[src/status_event_pkg.sv]
// Constants for the status and event reporting block
package status_event_pkg;
	localparam int SE_OPC = 0;
	localparam int SE_QYE = 2;
	localparam int SE_DDE = 3;
	localparam int SE_EXE = 4;
	localparam int SE_CME = 5;
	localparam int SE_PON = 7;
	localparam logic [7:0] SE_USED = 8'hBD;
	localparam int QD_VOLT = 0;
	localparam int QD_CURR = 1;
	localparam int QD_OHMS = 9;
	localparam int QD_LOLIM = 11;
	localparam int QD_HILIM = 12;
	localparam logic [15:0] QD_USED = 16'h1A03;
	localparam int SB_QUES = 3;
	localparam int SB_MAV = 4;
	localparam int SB_ESB = 5;
	localparam int SB_RQS = 6;
	localparam logic [7:0] SB_EN_USED = 8'h38;
	localparam logic [1:0] OVL_VOLT = 2'h0;
	localparam logic [1:0] OVL_CURR = 2'h1;
	localparam logic [1:0] OVL_OHMS = 2'h2;
endpackage

[src/status_event_reporting.sv]
// Status byte, standard event and questionable data reporting
`timescale 1ns/1ps
module status_event_reporting
(
	// Clock and reset
	input wire logic clock_i,
	input wire logic rst_i,
	// Power-on indication and stored power-on clear setting
	input wire logic power_on_i,
	input wire logic psc_i,
	// Event sources
	input wire logic opc_cmd_i,
	input wire logic prior_done_i,
	input wire logic err_query_empty_i,
	input wire logic err_query_interrupted_i,
	input wire logic err_query_deadlock_i,
	input wire logic err_device_i,
	input wire logic err_exec_i,
	input wire logic err_command_i,
	input wire logic overload_i,
	input wire logic [1:0] overload_kind_i,
	input wire logic limit_low_i,
	input wire logic limit_high_i,
	// Output buffer state
	input wire logic out_buf_nonempty_i,
	input wire logic fetch_mode_i,
	input wire logic meas_done_i,
	// Command-decoded strobes
	input wire logic cls_i,
	input wire logic preset_i,
	input wire logic sre_wr_i,
	input wire logic ese_wr_i,
	input wire logic qen_wr_i,
	input wire logic [7:0] wr_data_i,
	input wire logic [15:0] qen_wr_data_i,
	input wire logic esr_rd_i,
	input wire logic qev_rd_i,
	input wire logic stb_query_i,
	// Serial poll
	input wire logic serial_poll_i,
	// Outputs
	output logic srq_o,
	output logic [7:0] poll_byte_o,
	output logic stb_valid_o,
	output logic [7:0] stb_data_o,
	output logic [7:0] esr_data_o,
	output logic [15:0] qev_data_o,
	output logic [7:0] ese_o,
	output logic [7:0] sre_o,
	output logic [15:0] qen_o
);
	typedef enum logic [1:0] {ST_IDLE, ST_WAIT} stbq_state_t;
	logic [7:0] ser_q;
	logic [15:0] qdr_q;
	logic [7:0] ese_q;
	logic [7:0] sre_q;
	logic [15:0] qen_q;
	logic rqs_q;
	logic mav_q;
	logic opc_pend_q;
	logic pon_q;
	logic stb_pend_q;
	stbq_state_t stbq_q;
	logic [7:0] ser_set;
	logic [15:0] qdr_set;
	logic ques_sum;
	logic esb_sum;
	logic rqs_src;
	logic [7:0] stb_now;

	function automatic logic masked_or16(input logic [15:0] ev, input logic [15:0] en);
		masked_or16 = |(ev & en);
	endfunction
	assign esb_sum = masked_or16({8'h00, ser_q}, {8'h00, ese_q});
	assign ques_sum = masked_or16(qdr_q, qen_q);
	assign rqs_src = masked_or16({8'h00, stb_now}, {8'h00, sre_q & status_event_pkg::SB_EN_USED});

	always_comb
	begin
		stb_now = 8'h00;
		stb_now[status_event_pkg::SB_QUES] = ques_sum;
		stb_now[status_event_pkg::SB_MAV] = mav_q;
		stb_now[status_event_pkg::SB_ESB] = esb_sum;
		stb_now[status_event_pkg::SB_RQS] = rqs_q;
	end

	always_comb
	begin
		ser_set = 8'h00;
		ser_set[status_event_pkg::SE_OPC] = opc_pend_q & prior_done_i;
		ser_set[status_event_pkg::SE_QYE] = err_query_empty_i | err_query_interrupted_i |
			err_query_deadlock_i;
		ser_set[status_event_pkg::SE_DDE] = err_device_i | overload_i;
		ser_set[status_event_pkg::SE_EXE] = err_exec_i;
		ser_set[status_event_pkg::SE_CME] = err_command_i;
		ser_set[status_event_pkg::SE_PON] = pon_q;
	end

	always_comb
	begin
		qdr_set = 16'h0000;
		qdr_set[status_event_pkg::QD_VOLT] = overload_i &
			(overload_kind_i == status_event_pkg::OVL_VOLT);
		qdr_set[status_event_pkg::QD_CURR] = overload_i &
			(overload_kind_i == status_event_pkg::OVL_CURR);
		qdr_set[status_event_pkg::QD_OHMS] = overload_i &
			(overload_kind_i == status_event_pkg::OVL_OHMS);
		qdr_set[status_event_pkg::QD_LOLIM] = limit_low_i;
		qdr_set[status_event_pkg::QD_HILIM] = limit_high_i;
	end

	// Power-on pulse is registered one cycle; reset clears it, so a pulse during reset is not seen
	always_ff @(posedge clock_i)
	begin
		if (rst_i)
			pon_q <= 1'b0;
		else
			pon_q <= power_on_i;
	end

	always_ff @(posedge clock_i)
	begin
		if (rst_i)
			opc_pend_q <= 1'b0;
		else if (opc_cmd_i)
			opc_pend_q <= 1'b1;
		else if (prior_done_i)
			opc_pend_q <= 1'b0;
	end

	// Latching standard events; set wins over clear
	always_ff @(posedge clock_i)
	begin
		if (rst_i)
			ser_q <= 8'h00;
		// Clear on status clear or query
		else if (cls_i | esr_rd_i)
			ser_q <= ser_set & status_event_pkg::SE_USED;
		else
			ser_q <= (ser_q | ser_set) & status_event_pkg::SE_USED;
	end

	always_ff @(posedge clock_i)
	begin
		if (rst_i)
			qdr_q <= 16'h0000;
		// Clear on status clear or event query
		else if (cls_i | qev_rd_i)
			qdr_q <= qdr_set & status_event_pkg::QD_USED;
		else
			qdr_q <= (qdr_q | qdr_set) & status_event_pkg::QD_USED;
	end

	always_ff @(posedge clock_i)
	begin
		if (rst_i)
			ese_q <= 8'h00;
		else if (ese_wr_i)
			ese_q <= wr_data_i;
		else if (power_on_i & psc_i)
			ese_q <= 8'h00;
	end

	always_ff @(posedge clock_i)
	begin
		if (rst_i)
			sre_q <= 8'h00;
		else if (sre_wr_i)
			sre_q <= wr_data_i;
		else if (power_on_i & psc_i)
			sre_q <= 8'h00;
	end

	always_ff @(posedge clock_i)
	begin
		if (rst_i)
			qen_q <= 16'h0000;
		else if (power_on_i | preset_i)
			qen_q <= 16'h0000;
		else if (qen_wr_i)
			qen_q <= qen_wr_data_i;
	end

	always_ff @(posedge clock_i)
	begin
		if (rst_i)
			mav_q <= 1'b0;
		else
			mav_q <= out_buf_nonempty_i & (~fetch_mode_i | meas_done_i);
	end

	// Request service; a new rising source re-arms it
	always_ff @(posedge clock_i)
	begin
		if (rst_i)
			rqs_q <= 1'b0;
		else if (!rqs_src)
			rqs_q <= 1'b0;
		else if (serial_poll_i)
			rqs_q <= 1'b0;
		else if (!rqs_q && !stb_pend_q)
			rqs_q <= 1'b1;
	end

	// Latched poll so a poll clears until summary rises again
	always_ff @(posedge clock_i)
	begin
		if (rst_i)
			stb_pend_q <= 1'b0;
		else if (!rqs_src)
			stb_pend_q <= 1'b0;
		else if (serial_poll_i)
			stb_pend_q <= 1'b1;
	end

	assign srq_o = rqs_q;
	assign poll_byte_o = stb_now;

	// Status query waits for prior commands
	always_ff @(posedge clock_i)
	begin
		if (rst_i)
		begin
			stbq_q <= ST_IDLE;
			stb_valid_o <= 1'b0;
			stb_data_o <= 8'h00;
		end
		else
		begin
			stb_valid_o <= 1'b0;
			case (stbq_q)
				ST_IDLE:
					if (stb_query_i)
						stbq_q <= ST_WAIT;
				ST_WAIT:
					if (prior_done_i)
					begin
						stb_valid_o <= 1'b1;
						stb_data_o <= stb_now;
						stbq_q <= ST_IDLE;
					end
				default:
					stbq_q <= ST_IDLE;
			endcase
		end
	end

	always_ff @(posedge clock_i)
	begin
		if (rst_i)
		begin
			esr_data_o <= 8'h00;
			qev_data_o <= 16'h0000;
		end
		else
		begin
			if (esr_rd_i)
				esr_data_o <= ser_q;
			if (qev_rd_i)
				qev_data_o <= qdr_q;
		end
	end

	assign ese_o = ese_q;
	assign sre_o = sre_q;
	assign qen_o = qen_q;

	property p_srq_follows;
		@(posedge clock_i) disable iff (rst_i)
		$rose(rqs_src) && !serial_poll_i |=> srq_o;
	endproperty
	a_srq_follows: assert property (p_srq_follows) else $error("srq not raised");
	property p_no_rqs_unmasked;
		@(posedge clock_i) disable iff (rst_i)
		(sre_q == 8'h00) |=> !srq_o;
	endproperty
	a_no_rqs_unmasked: assert property (p_no_rqs_unmasked) else $error("srq unmasked");
	property p_poll_clears;
		@(posedge clock_i) disable iff (rst_i)
		serial_poll_i |=> !rqs_q;
	endproperty
	a_poll_clears: assert property (p_poll_clears) else $error("poll no clear");
	property p_poll_keeps_others;
		@(posedge clock_i) disable iff (rst_i)
		serial_poll_i && !cls_i && !esr_rd_i && !qev_rd_i && !sre_wr_i |=>
			(ser_q & $past(ser_q)) == $past(ser_q);
	endproperty
	a_poll_keeps_others: assert property (p_poll_keeps_others) else $error("poll cleared");
	property p_stbq_keeps_rqs;
		@(posedge clock_i) disable iff (rst_i)
		stb_query_i && rqs_q && rqs_src && !serial_poll_i |=> rqs_q;
	endproperty
	a_stbq_keeps_rqs: assert property (p_stbq_keeps_rqs) else $error("query cleared rqs");
	property p_stbq_wait;
		@(posedge clock_i) disable iff (rst_i)
		stb_valid_o |-> $past(prior_done_i);
	endproperty
	a_stbq_wait: assert property (p_stbq_wait) else $error("early stb answer");
	property p_ser_reserved;
		@(posedge clock_i) disable iff (rst_i)
		(ser_q & ~status_event_pkg::SE_USED) == 8'h00;
	endproperty
	a_ser_reserved: assert property (p_ser_reserved) else $error("ser reserved set");
	property p_ser_latch;
		@(posedge clock_i) disable iff (rst_i)
		!cls_i && !esr_rd_i |=> (ser_q & $past(ser_q)) == $past(ser_q);
	endproperty
	a_ser_latch: assert property (p_ser_latch) else $error("event bit lost");
	property p_overload;
		@(posedge clock_i) disable iff (rst_i)
		overload_i |=> ser_q[status_event_pkg::SE_DDE];
	endproperty
	a_overload: assert property (p_overload) else $error("overload not flagged");
	property p_qdr_reserved;
		@(posedge clock_i) disable iff (rst_i)
		(qdr_q & ~status_event_pkg::QD_USED) == 16'h0000;
	endproperty
	a_qdr_reserved: assert property (p_qdr_reserved) else $error("qdr reserved set");
endmodule

[config.mk]
export PLATFORM = sky130hd
export DESIGN_NAME = status_event_reporting
export DESIGN_NICKNAME = d
export VERILOG_FILES = /design/src/status_event_pkg.sv /design/src/status_event_reporting.sv
export SDC_FILE = /design/constraint.sdc
export NUM_CORES = 1
export LEC_CHECK = 0
export BUFFER_PORTS_ARGS = -buffer_cell sky130_fd_sc_hd__buf_4
export CORE_UTILIZATION = 45
export CTS_CLUSTER_SIZE = 14
export DETAILED_ROUTE_END_ITERATION = 7
export PLACE_DENSITY = 0.82
export REMOVE_ABC_BUFFERS = 1
export SLEW_MARGIN = 10
export SYNTH_ARGS = -nofsm -noshare
export SYNTH_HDL_FRONTEND = slang
export SYNTH_SLANG_ARGS = --single-unit
export TNS_END_PERCENT = 10
[constraint.sdc]
create_clock -name clock_i -period 1.4 [get_ports clock_i]
set_input_delay 0.21 -clock clock_i [delete_from_list [all_inputs] [get_ports clock_i]]
set_output_delay 0.21 -clock clock_i [all_outputs]
set_load 0.03 [all_outputs]
== Word level (Yosys, flattened, before mapping) ==
Index checks and enable logic that the tools add are counted.

* Eq/ne operators: 5
* Multiplexer cells: 11
* Bitwise operators: 21
* Reduce and logical (&&, ||, !) cells: 17

{| class="wikitable"
|+ Operator list
! operator !! number
|-
| $reduce_or 16->1 || 3
|-
| $mux 8 || 4
|-
| $and 13x16->16 || 1
|-
| $mux 13 || 1
|-
| $or 13x13->13 || 1
|-
| $and 8x8->8 || 1
|-
| $or 8x8->8 || 1
|-
| $and 7x6->7 || 1
|-
| $or 1x1->1 || 7
|-
| $and 1x1->1 || 6
|-
| $reduce_bool 2->1 || 3
|-
| $reduce_or 2->1 || 3
|-
| $eq 2x1->1 const B || 2
|-
| $logic_not 2->1 || 2
|-
| $mux 2 || 2
|-
| $ne 2x2->1 const B || 2
|-
| $pmux 2 s2 || 1
|-
| $reduce_and 2->1 || 2
|-
| $mux 1 || 3
|-
| $not 1->1 || 3
|-
| $reduce_or 3->1 || 1
|-
| $eq 2x2->1 const B || 1
|-
| $logic_not 1->1 || 2
|-
| $logic_and 1x1->1 || 1
|}

* Register bits after elaboration: 86
* Input bits: 53
* Output and inout port bits: 74
* Logic and storage cells: 69

== Logic depth before layout (Yosys ltp) ==
Gate-level depths: netlist of the first run.

* Depth after elaboration: 6
* Gate-level depth with buffers: 4
* Depth with buffers taken out: 3

== Worst setup path after synthesis of the first run ==
No wires, ideal clock.

* Path type: reg2out
* Start point: register ese_q[2] (netlist: ese_o[2])
* End point: output poll_byte_o[5]
* Arrival time: 1205 ps
* Data required time: 1190 ps
* Path slack: -15 ps
* Cell stages (with the launch flop): 4
* Buffers on the path: 1
* Cells stage by stage: dfxtp_1 -> a22o_1 -> or3_1 -> buf_4

* Cells in the longest elaborated chain, start to end: 2

{| class="wikitable"
|+ RTL lines
! item !! RTL line !! RTL
|-
| from (decl) || status_event_reporting.sv:55 || <nowiki>logic [7:0] ese_q;</nowiki>
|-
| from (signal assigned) || status_event_reporting.sv:159 || <nowiki>ese_q <= wr_data_i;</nowiki>
|-
| $and 8x8->8 || status_event_reporting.sv:72 || <nowiki>masked_or16 = |(ev & en);</nowiki>
|-
| $reduce_or 16->1 || status_event_reporting.sv:72 ||
|-
| to (decl) || status_event_reporting.sv:43 || <nowiki>output logic [7:0] poll_byte_o,</nowiki>
|}

No other way between the ends.

== Worst setup path in the final report of the first run ==
* Start point: register ser_q[0]
* End point: output poll_byte_o[5]

* Cells in the longest elaborated chain, start to end: 2

{| class="wikitable"
|+ RTL lines
! item !! RTL line !! RTL
|-
| from (decl) || status_event_reporting.sv:53 || <nowiki>logic [7:0] ser_q;</nowiki>
|-
| from (signal assigned) || status_event_reporting.sv:138 || <nowiki>ser_q <= ser_set & status_event_pkg::SE_USED;</nowiki>
|-
| from (signal assigned) || status_event_reporting.sv:140 || <nowiki>ser_q <= (ser_q | ser_set) & status_event_pkg::SE_USED;</nowiki>
|-
| $and 8x8->8 || status_event_reporting.sv:72 ||
|-
| $reduce_or 16->1 || status_event_reporting.sv:72 ||
|}

No other way between the ends.

==> results of run 1 <==
## final cells by class
class                      instances  area [um2]
sequential                        65        1310
multi-input combinational        187        1080
timing repair buffer             111         841
inverter                           3        11.3
tap                               72        90.1
clock buffer                      14         163
fill                             472        2020
## cell usage after synthesis
library cell,instances
a2111oi_0,1
a211oi_1,1
a21bo_2,1
a21oi_1,25
a222oi_1,1
a22o_1,3
a22oi_1,2
a2bb2oi_1,1
a311oi_1,2
a31oi_1,1
a32oi_1,1
and2_1,1
buf_1,1
buf_2,5
buf_4,26
buf_6,1
clkbuf_1,6
conb_1,1
dfxtp_1,65
inv_1,3
mux2i_1,28
nand2_1,25
nand3b_1,16
nor2_1,47
nor2b_1,2
nor3_1,1
nor3b_1,2
nor4_1,1
o21ai_0,1
o31ai_1,1
or3_1,2
## worst max-delay path, delay by kind of cell (launching register included)
kind,cells,cell delay (ns)
AND/OR/NAND/NOR,1,0.39
flip-flops,1,0.33
AO/OA/AOI/OAI,1,0.24
buffers and inverters,1,0.15
## how the worst max path moves through the flow
stage	start	to	slack, ns	depth (start not counted)
CTS	qen_o[12]$_SDFFE_PP0P_	poll_byte_o[3]	-0.24	4
global route	qen_o[12]$_SDFFE_PP0P_	poll_byte_o[3]	-0.31	4
floorplan	ese_o[2]$_SDFFE_PP0P_	poll_byte_o[5]	-0.002	2
finish	ser_q[0]$_SDFF_PP0_	poll_byte_o[5]	-0.23	3
global placement	ese_o[2]$_SDFFE_PP0P_	poll_byte_o[5]	0.04	3
detailed placement	ese_o[2]$_SDFFE_PP0P_	poll_byte_o[5]	0.04	3
## stage by stage
stage / setup TNS, ns / cell area [um2] / std cells
3_3_place_gp: 0 / 3280 / 435
6_report: -0.440 / 3490 / 452
5_1_grt: -0.646 / 3490 / 452
2_1_floorplan: -0.00157 / 2380 / 255
4_1_cts: -0.478 / 3480 / 452
3_5_place_dp: 0 / 3280 / 435
## kinds of logic (layout without fill, tap and decap cells)
logic type             after synthesis  in the layout  share of synthesized area [%]
buffers and inverters               42            128                           10.5
DFF                                 65             65                           50.9
muxes                               28             28                           11.0
and+or+nand+nor                     97             97                           17.5
other                                1             21                          0.147
AOI/OAI and AO/OA                   41             41                           10.0
## state kept, by name, summed over array words and instances (netlist names)
register     cells
opc_pend_q       1
sre_o            8
esr_data_o       6
stb_pend_q       1
srq_o            1
stb_data_o       4
ese_o            8
pon_q            1
mav_q            1
stbq_q           1
qdr_q            5
qev_data_o       5
ser_q            6
qen_o           16
stb_valid_o      1
## routing by layer
metal / routed length, um / up-vias / part of all wire, % / global-route usage, %
met4: 69 / 0 / 1.2 / 9.62
li1: - / 1087 / - / -
met3: 231 / 6 / 4.0 / 3.06
met1: 2580 / 1008 / 45 / 24.3
met2: 2900 / 60 / 50 / 34.5
met5: 0 / - / 0 / 0
## where the power goes
group	switching (uW)	leakage [uW]	internal [uW]
Combinational	357	0.00102	254
Clock	607	0.0000826	723
Sequential	46.8	0.000533	1920
Total	1010	0.00164	2900
## repair_timing
action | in CTS | in global routing
gates resized for setup | 7 | 1
pin swaps | 4 | 0
hold endpoints to repair | 0 | 0
endpoints found under the setup margin | 2 | 4
buffers inserted | 3 | 0
hold buffers | 0 | 0
==> impl_metrics.env, run 1 <==
export IMPL_vdd_drop_max_v=0.000527
export IMPL_clk_latency_ns=0.32
export IMPL_cts_root_buf="clkbuf_8"
export IMPL_timing_max_cap_violations=0
export IMPL_final_core_util_pct=63.3
export IMPL_seq_area_frac_synth_pct=50.9
export IMPL_dr_pass1_iters=4
export IMPL_routed_wl_um=5780
export IMPL_worst_pin_slew_ns=0.500
export IMPL_synthTopCellsByArea="dfxtp_1, mux2i_1, buf_4, nor2_1, a21oi_1"
export IMPL_slowest_stage="or3_4"
export IMPL_setup_viol=2
export IMPL_reg2reg_setup_slack_ns=0.04
export IMPL_power_total_uw=3910
export IMPL_dp_hpwl_um=4300
export IMPL_vias_per_cell=4.78
export IMPL_place_congestion=0.730
export IMPL_setup_ws_ns=-0.227
export IMPL_layout_commonest_cell="buf_4"
export IMPL_syn_inst=274
export IMPL_timing_hold_violations_final=0
export IMPL_ys_types=31
export IMPL_rows=27
export IMPL_worst_slew_margin_rel_pct=66.5
export IMPL_criticalPathCategory="reg -> out"
export IMPL_path_cells="a22o_1 > or3_4 > buf_6"
export IMPL_slowest_delay_ns=0.39
export IMPL_worstPathMaxFanout=3
export IMPL_grt_ovfl_total=0
export IMPL_core_mm2=0.00551
export IMPL_drtIter0Drc=102
export IMPL_yosysTopAreaCellShare_pct=50.9
export IMPL_ant_nets=0
export IMPL_drcViolationCount=0
export IMPL_fin_skew_ns=0.00430
export IMPL_vias=2161
export IMPL_die_y_um=77.4
export IMPL_fmax_mhz=615
export IMPL_critical_path_arrival_ns=1.42
export IMPL_dieArea_mm2=0.00599
export IMPL_clkTransAtPathRegs_ns=0.06
export IMPL_hold_path_depth=3
export IMPL_htree_levels=3
export IMPL_slew_violations=0
export IMPL_layout_min_cycle_time_ns=1.63
export IMPL_whs_endpoint="qdr_q[12]$_SDFF_PP0_"
export IMPL_post_place_ws_ns=0.0360
export IMPL_n_antenna_cell=0
export IMPL_syn_area_per_cell_um2=9.34
export IMPL_pin_count=127
export IMPL_track_usage_pct=20.0
export IMPL_end_kind="primary output"
export IMPL_synth_seq_cells=65
export IMPL_numCtsBuffers=9
export IMPL_antenna_found_initial=0
export IMPL_cts_tree="built"
export IMPL_areaGrowthSynthToFinish_pct=36.3
export IMPL_outcome="complete, but fails checks"
export IMPL_io_buffers=105
export IMPL_r2r_start="qen_o[12]$_SDFFE_PP0P_"
export IMPL_initial_core_util_pct=46.5
export IMPL_drive_above_1_share_pct=33.9
export IMPL_die_w_um=77.4
export IMPL_yosysTopAreaCell="dfxtp_1"
export IMPL_grt_pass1_wl_um=9420
export IMPL_grt_pass1_vias=2017
export IMPL_timing_hold_ws_ns=0.101
export IMPL_cts_sinks=65
export IMPL_p_leak_uw=0.00164
export IMPL_grt_max_degree=50
export IMPL_hp_class="in -> reg"
export IMPL_critPathLaunchType="register"
export IMPL_post_route_period_util_pct=116
export IMPL_hold_start="limit_high_i"
export IMPL_rr_worst_depth=5
export IMPL_regToRegEndpoint="stb_pend_q$_SDFFE_PP0P_"
export IMPL_layout_common_cells="buf_4, dfxtp_1, nor2_1"
export IMPL_synthesis_area_mm2=0.00256
export IMPL_violations="negative setup slack"
export IMPL_yosys_warnings=0
export IMPL_power_density_mw_per_mm2=1120
export IMPL_rsz0062_at_grt="true"
export IMPL_cts_max_path_buffers=2
export IMPL_routedWlPerCell_um=12.8
export IMPL_finalNetCount=430
export IMPL_critPathRequiredTime_ns=1.19
No activity file was read; power rests on OpenSTA's default activity.
==> run 2, diff against run 1 <==
--- a/config.mk
+++ b/config.mk
@@ -5,14 +5,15 @@
 export SDC_FILE = /design/constraint.sdc
 export NUM_CORES = 1
 export LEC_CHECK = 0
+export ABC_CLOCK_PERIOD_IN_PS = 1400
 export BUFFER_PORTS_ARGS = -buffer_cell sky130_fd_sc_hd__buf_4
 export CORE_UTILIZATION = 45
 export CTS_CLUSTER_SIZE = 14
 export DETAILED_ROUTE_END_ITERATION = 7
-export PLACE_DENSITY = 0.82
+export PLACE_DENSITY = 0.79
 export REMOVE_ABC_BUFFERS = 1
 export SLEW_MARGIN = 10
 export SYNTH_ARGS = -nofsm -noshare
 export SYNTH_HDL_FRONTEND = slang
 export SYNTH_SLANG_ARGS = --single-unit
-export TNS_END_PERCENT = 10
+export TNS_END_PERCENT = 20
==> impl_metrics.env, run 2 (same netlist as run 1, synthesis figures left out) <==
export IMPL_crit_cells=3
export IMPL_grt_pass1_vias=2073
export IMPL_power_total_uw=4360
export IMPL_grt_max_degree=50
export IMPL_setup_viol=2
export IMPL_dp_hpwl_um=4450
export IMPL_areaGrowthSynthToFinish_pct=39.7
export IMPL_startpoint="ese_o[7]$_SDFFE_PP0P_"
export IMPL_hp_class="in -> reg"
export IMPL_slowest_stage="or3_4"
export IMPL_path_cells="a22o_1 > or3_4 > buf_6"
export IMPL_worst_slew_margin_rel_pct=64.3
export IMPL_track_usage_pct=20.9
export IMPL_routedWlPerCell_um=13.5
export IMPL_largest_reg_flops=16
export IMPL_ant_nets=0
export IMPL_place_congestion=0.742
export IMPL_io_buffers=105
export IMPL_post_route_period_util_pct=119
export IMPL_clk_latency_ns=0.33
export IMPL_fill_cells=479
export IMPL_post_dp_cell_area_mm2=0.00328
export IMPL_regToRegEndpoint="stb_data_o[5]$_SDFFE_PP0P_"
export IMPL_antenna_found_initial=0
export IMPL_initial_core_util_pct=46.5
export IMPL_tns_ns=-0.444
export IMPL_die_w_um=77.4
export IMPL_routed_wl_um=6160
export IMPL_fmax_mhz=601
export IMPL_rr_worst_depth=5
export IMPL_highest_layer="met4"
export IMPL_outcome="complete, but fails checks"
export IMPL_grt_pass1_wl_um=9650
export IMPL_stdcell_area_mm2=0.00357
export IMPL_layout_common_cells="buf_4, dfxtp_1, nor2_1"
export IMPL_slew_violations=0
export IMPL_power_density_mw_per_mm2=1220
export IMPL_setup_ws_ns=-0.264
export IMPL_p_leak_uw=0.00168
export IMPL_cts_max_path_buffers=2
export IMPL_vias=2240
export IMPL_criticalPathCategory="reg -> out"
export IMPL_clkTransAtPathRegs_ns=0.07
export IMPL_timing_max_cap_violations=0
export IMPL_htree_levels=3
export IMPL_met3_length_um=371
export IMPL_worstPathMaxFanout=3
export IMPL_layout_min_cycle_time_ns=1.66
export IMPL_violations="negative setup slack"
export IMPL_vdd_drop_max_v=0.000703
export IMPL_critical_path_top_delay_family="simple AND/OR/NAND/NOR gates"
export IMPL_vias_per_cell=4.90
export IMPL_grt_ovfl_total=0
export IMPL_worst_path_buf_inv=1
export IMPL_cts_tree="built"
export IMPL_n_antenna_cell=0
export IMPL_timing_hold_violations_final=0
export IMPL_critPathRequiredTime_ns=1.19
export IMPL_post_place_ws_ns=0.0241
export IMPL_finalNetCount=433
export IMPL_critPathLaunchType="register"
export IMPL_cts_root_buf="clkbuf_8"
export IMPL_end_kind="primary output"
export IMPL_drcViolationCount=0
export IMPL_drtIter0Drc=97
export IMPL_core_mm2=0.00551
export IMPL_cts_sinks=65
export IMPL_fin_skew_ns=0.00516
export IMPL_worst_pin_slew_ns=0.536
export IMPL_timing_hold_ws_ns=0.0822
export IMPL_dr_pass1_iters=5
export IMPL_wl_met2_um=3180
export IMPL_rsz0062_at_grt="true"
export IMPL_met1Wirelength_um=2480
export IMPL_critPathCapture="poll_byte_o[5]"
export IMPL_drive_above_1_share_pct=35.8
export IMPL_die_y_um=77.4
export IMPL_slowest_delay_ns=0.40
export IMPL_pin_count=127
export IMPL_reg2reg_setup_slack_ns=0.07
export IMPL_dieArea_mm2=0.00599
export IMPL_critical_path_arrival_ns=1.45
export IMPL_numCtsBuffers=9
export IMPL_layout_commonest_cell="buf_4"
export IMPL_r2r_start="ese_o[7]$_SDFFE_PP0P_"
export IMPL_rows=27
run 2: how the worst min path moves through the flow:
| stage | startpoint | endpoint | cells after the start |
|---|---|---|---|
| after detailed placement | limit_low_i | qdr_q[11]$_SDFF_PP0_ | 3 |
| after CTS | limit_low_i | qdr_q[11]$_SDFF_PP0_ | 3 |
| after global routing | limit_low_i | qdr_q[11]$_SDFF_PP0_ | 3 |
| final | limit_low_i | qdr_q[11]$_SDFF_PP0_ | 3 |
| after global placement | limit_low_i | qdr_q[11]$_SDFF_PP0_ | 3 |
| after floorplan | rst_i | ese_o[0]$_SDFFE_PP0P_ | 1 |
run 2: per-stage QoR:
| step | cells | util [%] |
|---|---|---|
| floorplan | 255 | - |
| global placement | 435 | 59.5 |
| detailed placement | 435 | 59.5 |
| CTS | 455 | 64.5 |
| global route | 457 | 64.9 |
| finish | 457 | 64.9 |
run 2: worst min-delay path, cell delays in order:
cell and delay [ns]:
buf_4 0.08, a21oi_1 0.03, nor2_1 0.06
run 2: report_power, final:
part           internal [uW]  total [uW]  switching (uW)  leakage (uW)
clock network           1100        1760             661      0.000111
logic                    261         625             364       0.00104
registers               1920        1970            48.8      0.000534
total                   3290        4360            1070       0.00168
run 2: area by class of cell:
cell class              instances  area [um2]  area share [%]
clock inverters                 2        60.1            1.68
well taps                      72        90.1            2.52
multi-input cells             187        1080            30.1
clock buffers                  14         163            4.55
repair buffers                114         863            24.2
flip-flops and latches         65        1310            36.7
inverters                       3        11.3           0.315
run 2: repair_timing:
action | in CTS | in global routing
hold buffers | 0 | 0
setup buffers | 4 | 2
pin swaps | 5 | 3
setup endpoints to repair | 2 | 2
endpoints found under the hold margin | 0 | 0
gates resized for setup | 8 | 4
run 2: per-layer routing:
layer	GRT usage [%]	vias to the layer above
met1	23.7	1043
met2	36.6	91
met5	0	-
met4	9.06	0
li1	-	1092
met3	5.65	14
==> run 3, diff against run 2 <==
--- a/config.mk
+++ b/config.mk
@@ -7,6 +7,7 @@
 export LEC_CHECK = 0
 export ABC_CLOCK_PERIOD_IN_PS = 1400
 export BUFFER_PORTS_ARGS = -buffer_cell sky130_fd_sc_hd__buf_4
+export CORE_ASPECT_RATIO = 1.4
 export CORE_UTILIZATION = 45
 export CTS_CLUSTER_SIZE = 14
 export DETAILED_ROUTE_END_ITERATION = 7
==> impl_metrics.env, run 3 (same netlist as run 1, synthesis figures left out) <==
export IMPL_routedWlPerCell_um=13.3
export IMPL_areaGrowthSynthToFinish_pct=38.9
export IMPL_setup_viol=2
export IMPL_reg2reg_setup_slack_ns=0.04
export IMPL_fill_cells=473
export IMPL_initial_core_util_pct=46.6
export IMPL_drcViolationCount=0
export IMPL_power_density_mw_per_mm2=1160
export IMPL_numCtsBuffers=9
export IMPL_htree_levels=3
export IMPL_vias=2201
export IMPL_worst_slew_margin_rel_pct=64.8
export IMPL_timing_hold_violations_final=0
export IMPL_grt_max_degree=50
export IMPL_r2r_start="qdr_q[12]$_SDFF_PP0_"
export IMPL_hold_start="err_command_i"
export IMPL_cts_root_buf="clkbuf_8"
export IMPL_dp_hpwl_um=4440
export IMPL_critical_path_arrival_ns=1.44
export IMPL_whs_endpoint="ser_q[5]$_SDFF_PP0_"
export IMPL_regToRegEndpoint="stb_pend_q$_SDFFE_PP0P_"
export IMPL_ant_nets=0
export IMPL_post_place_ws_ns=0.0205
export IMPL_timing_hold_ws_ns=0.0760
export IMPL_fin_skew_ns=0.00849
export IMPL_layout_common_cells="buf_4, dfxtp_1, nor2_1"
export IMPL_track_usage_pct=21.2
export IMPL_drive_above_1_share_pct=35.0
export IMPL_dieArea_mm2=0.00600
export IMPL_worst_pin_slew_ns=0.528
export IMPL_clkTransAtPathRegs_ns=0.07
export IMPL_clk_latency_ns=0.34
export IMPL_criticalPathCategory="reg -> out"
export IMPL_dr_pass1_iters=4
export IMPL_core_mm2=0.00549
export IMPL_fmax_mhz=607
export IMPL_slew_violations=0
export IMPL_rsz0062_at_grt="true"
export IMPL_drtIter0Drc=94
export IMPL_antenna_found_initial=0
export IMPL_pin_count=127
export IMPL_hold_path_depth=3
export IMPL_largest_reg_flops=16
export IMPL_hp_class="in -> reg"
export IMPL_violations="negative setup slack"
export IMPL_cts_tree="built"
export IMPL_grt_pass1_vias=2085
export IMPL_critPathRequiredTime_ns=1.19
export IMPL_cts_sinks=65
export IMPL_post_route_period_util_pct=118
export IMPL_routed_wl_um=6040
export IMPL_io_buffers=105
export IMPL_outcome="complete, but fails checks"
export IMPL_finalNetCount=434
export IMPL_place_congestion=0.794
export IMPL_timing_max_cap_violations=0
export IMPL_vias_per_cell=4.85
export IMPL_die_w_um=65.7
export IMPL_p_leak_uw=0.00168
export IMPL_n_antenna_cell=0
export IMPL_layout_min_cycle_time_ns=1.65
export IMPL_worstPathMaxFanout=2
export IMPL_rr_worst_depth=5
export IMPL_grt_pass1_wl_um=9470
export IMPL_end_kind="primary output"
export IMPL_critPathLaunchType="register"
export IMPL_layout_commonest_cell="buf_4"
export IMPL_cts_max_path_buffers=2
export IMPL_die_y_um=91.2
export IMPL_grt_ovfl_total=0
export IMPL_setup_ws_ns=-0.248
export IMPL_rows=32
export IMPL_vdd_drop_max_v=0.000694
-- run 3: critical path: stages (launching register included) --
cell	delay [ns]
dfxtp_2	0.32
a22o_1	0.24
or3_4	0.39
buf_6	0.15
-- run 3: stage by stage --
stage                     total power (uW)  instances  area [um2]  setup TNS, ns  utilization (%)
final                                 4120        454        3550         -0.434             64.8
after global routing                  4300        454        3550         -0.577             64.8
after CTS                             4150        452        3520         -0.448             64.3
after detailed placement              2620        430        3280              0             59.7
after global placement                2610        430        3280              0             59.7
after floorplan                       2320        255        2380       -0.00157                -
-- run 3: where the power goes --
group	switching [uW]	internal (uW)
Clock	650	866
Combinational	362	265
Sequential	46.6	1920
Total	1060	3060
-- run 3: worst max path at each step --
stage	start	endpoint	slack, ns	cells after the start
after detailed placement	ese_o[2]$_SDFFE_PP0P_	poll_byte_o[5]	0.02	3
after global routing	ese_o[0]$_SDFFE_PP0P_	poll_byte_o[5]	-0.30	3
after floorplan	ese_o[2]$_SDFFE_PP0P_	poll_byte_o[5]	-0.002	2
final	ese_o[0]$_SDFFE_PP0P_	poll_byte_o[5]	-0.25	3
after global placement	ese_o[2]$_SDFFE_PP0P_	poll_byte_o[5]	0.04	3
after CTS	ser_q[0]$_SDFF_PP0_	poll_byte_o[5]	-0.25	3
-- run 3: layout make-up --
class,instances,area (um2),share of cell area [%]
well taps,68,85.1,2.39
inverters,3,11.3,0.317
repair buffers,115,887,25.0
flip-flops and latches,65,1310,36.8
clock buffers,13,149,4.19
multi-input cells,187,1070,30.2
clock inverters,3,40.0,1.13
-- run 3: repair_timing --
action / in CTS / in global routing
pin swaps: 5 / 3
hold buffers: 0 / 0
setup endpoints to repair: 2 / 4
resized for setup: 6 / 4
buffers inserted: 6 / 2
-- run 3: routing by layer --
layer	share of wire [%]	global-route usage (%)	up-vias
met5	0	0	-
met4	1.6	10.3	0
met3	7.9	7.29	6
met2	53	36.1	92
met1	38	22.6	1009
li1	-	-	1094
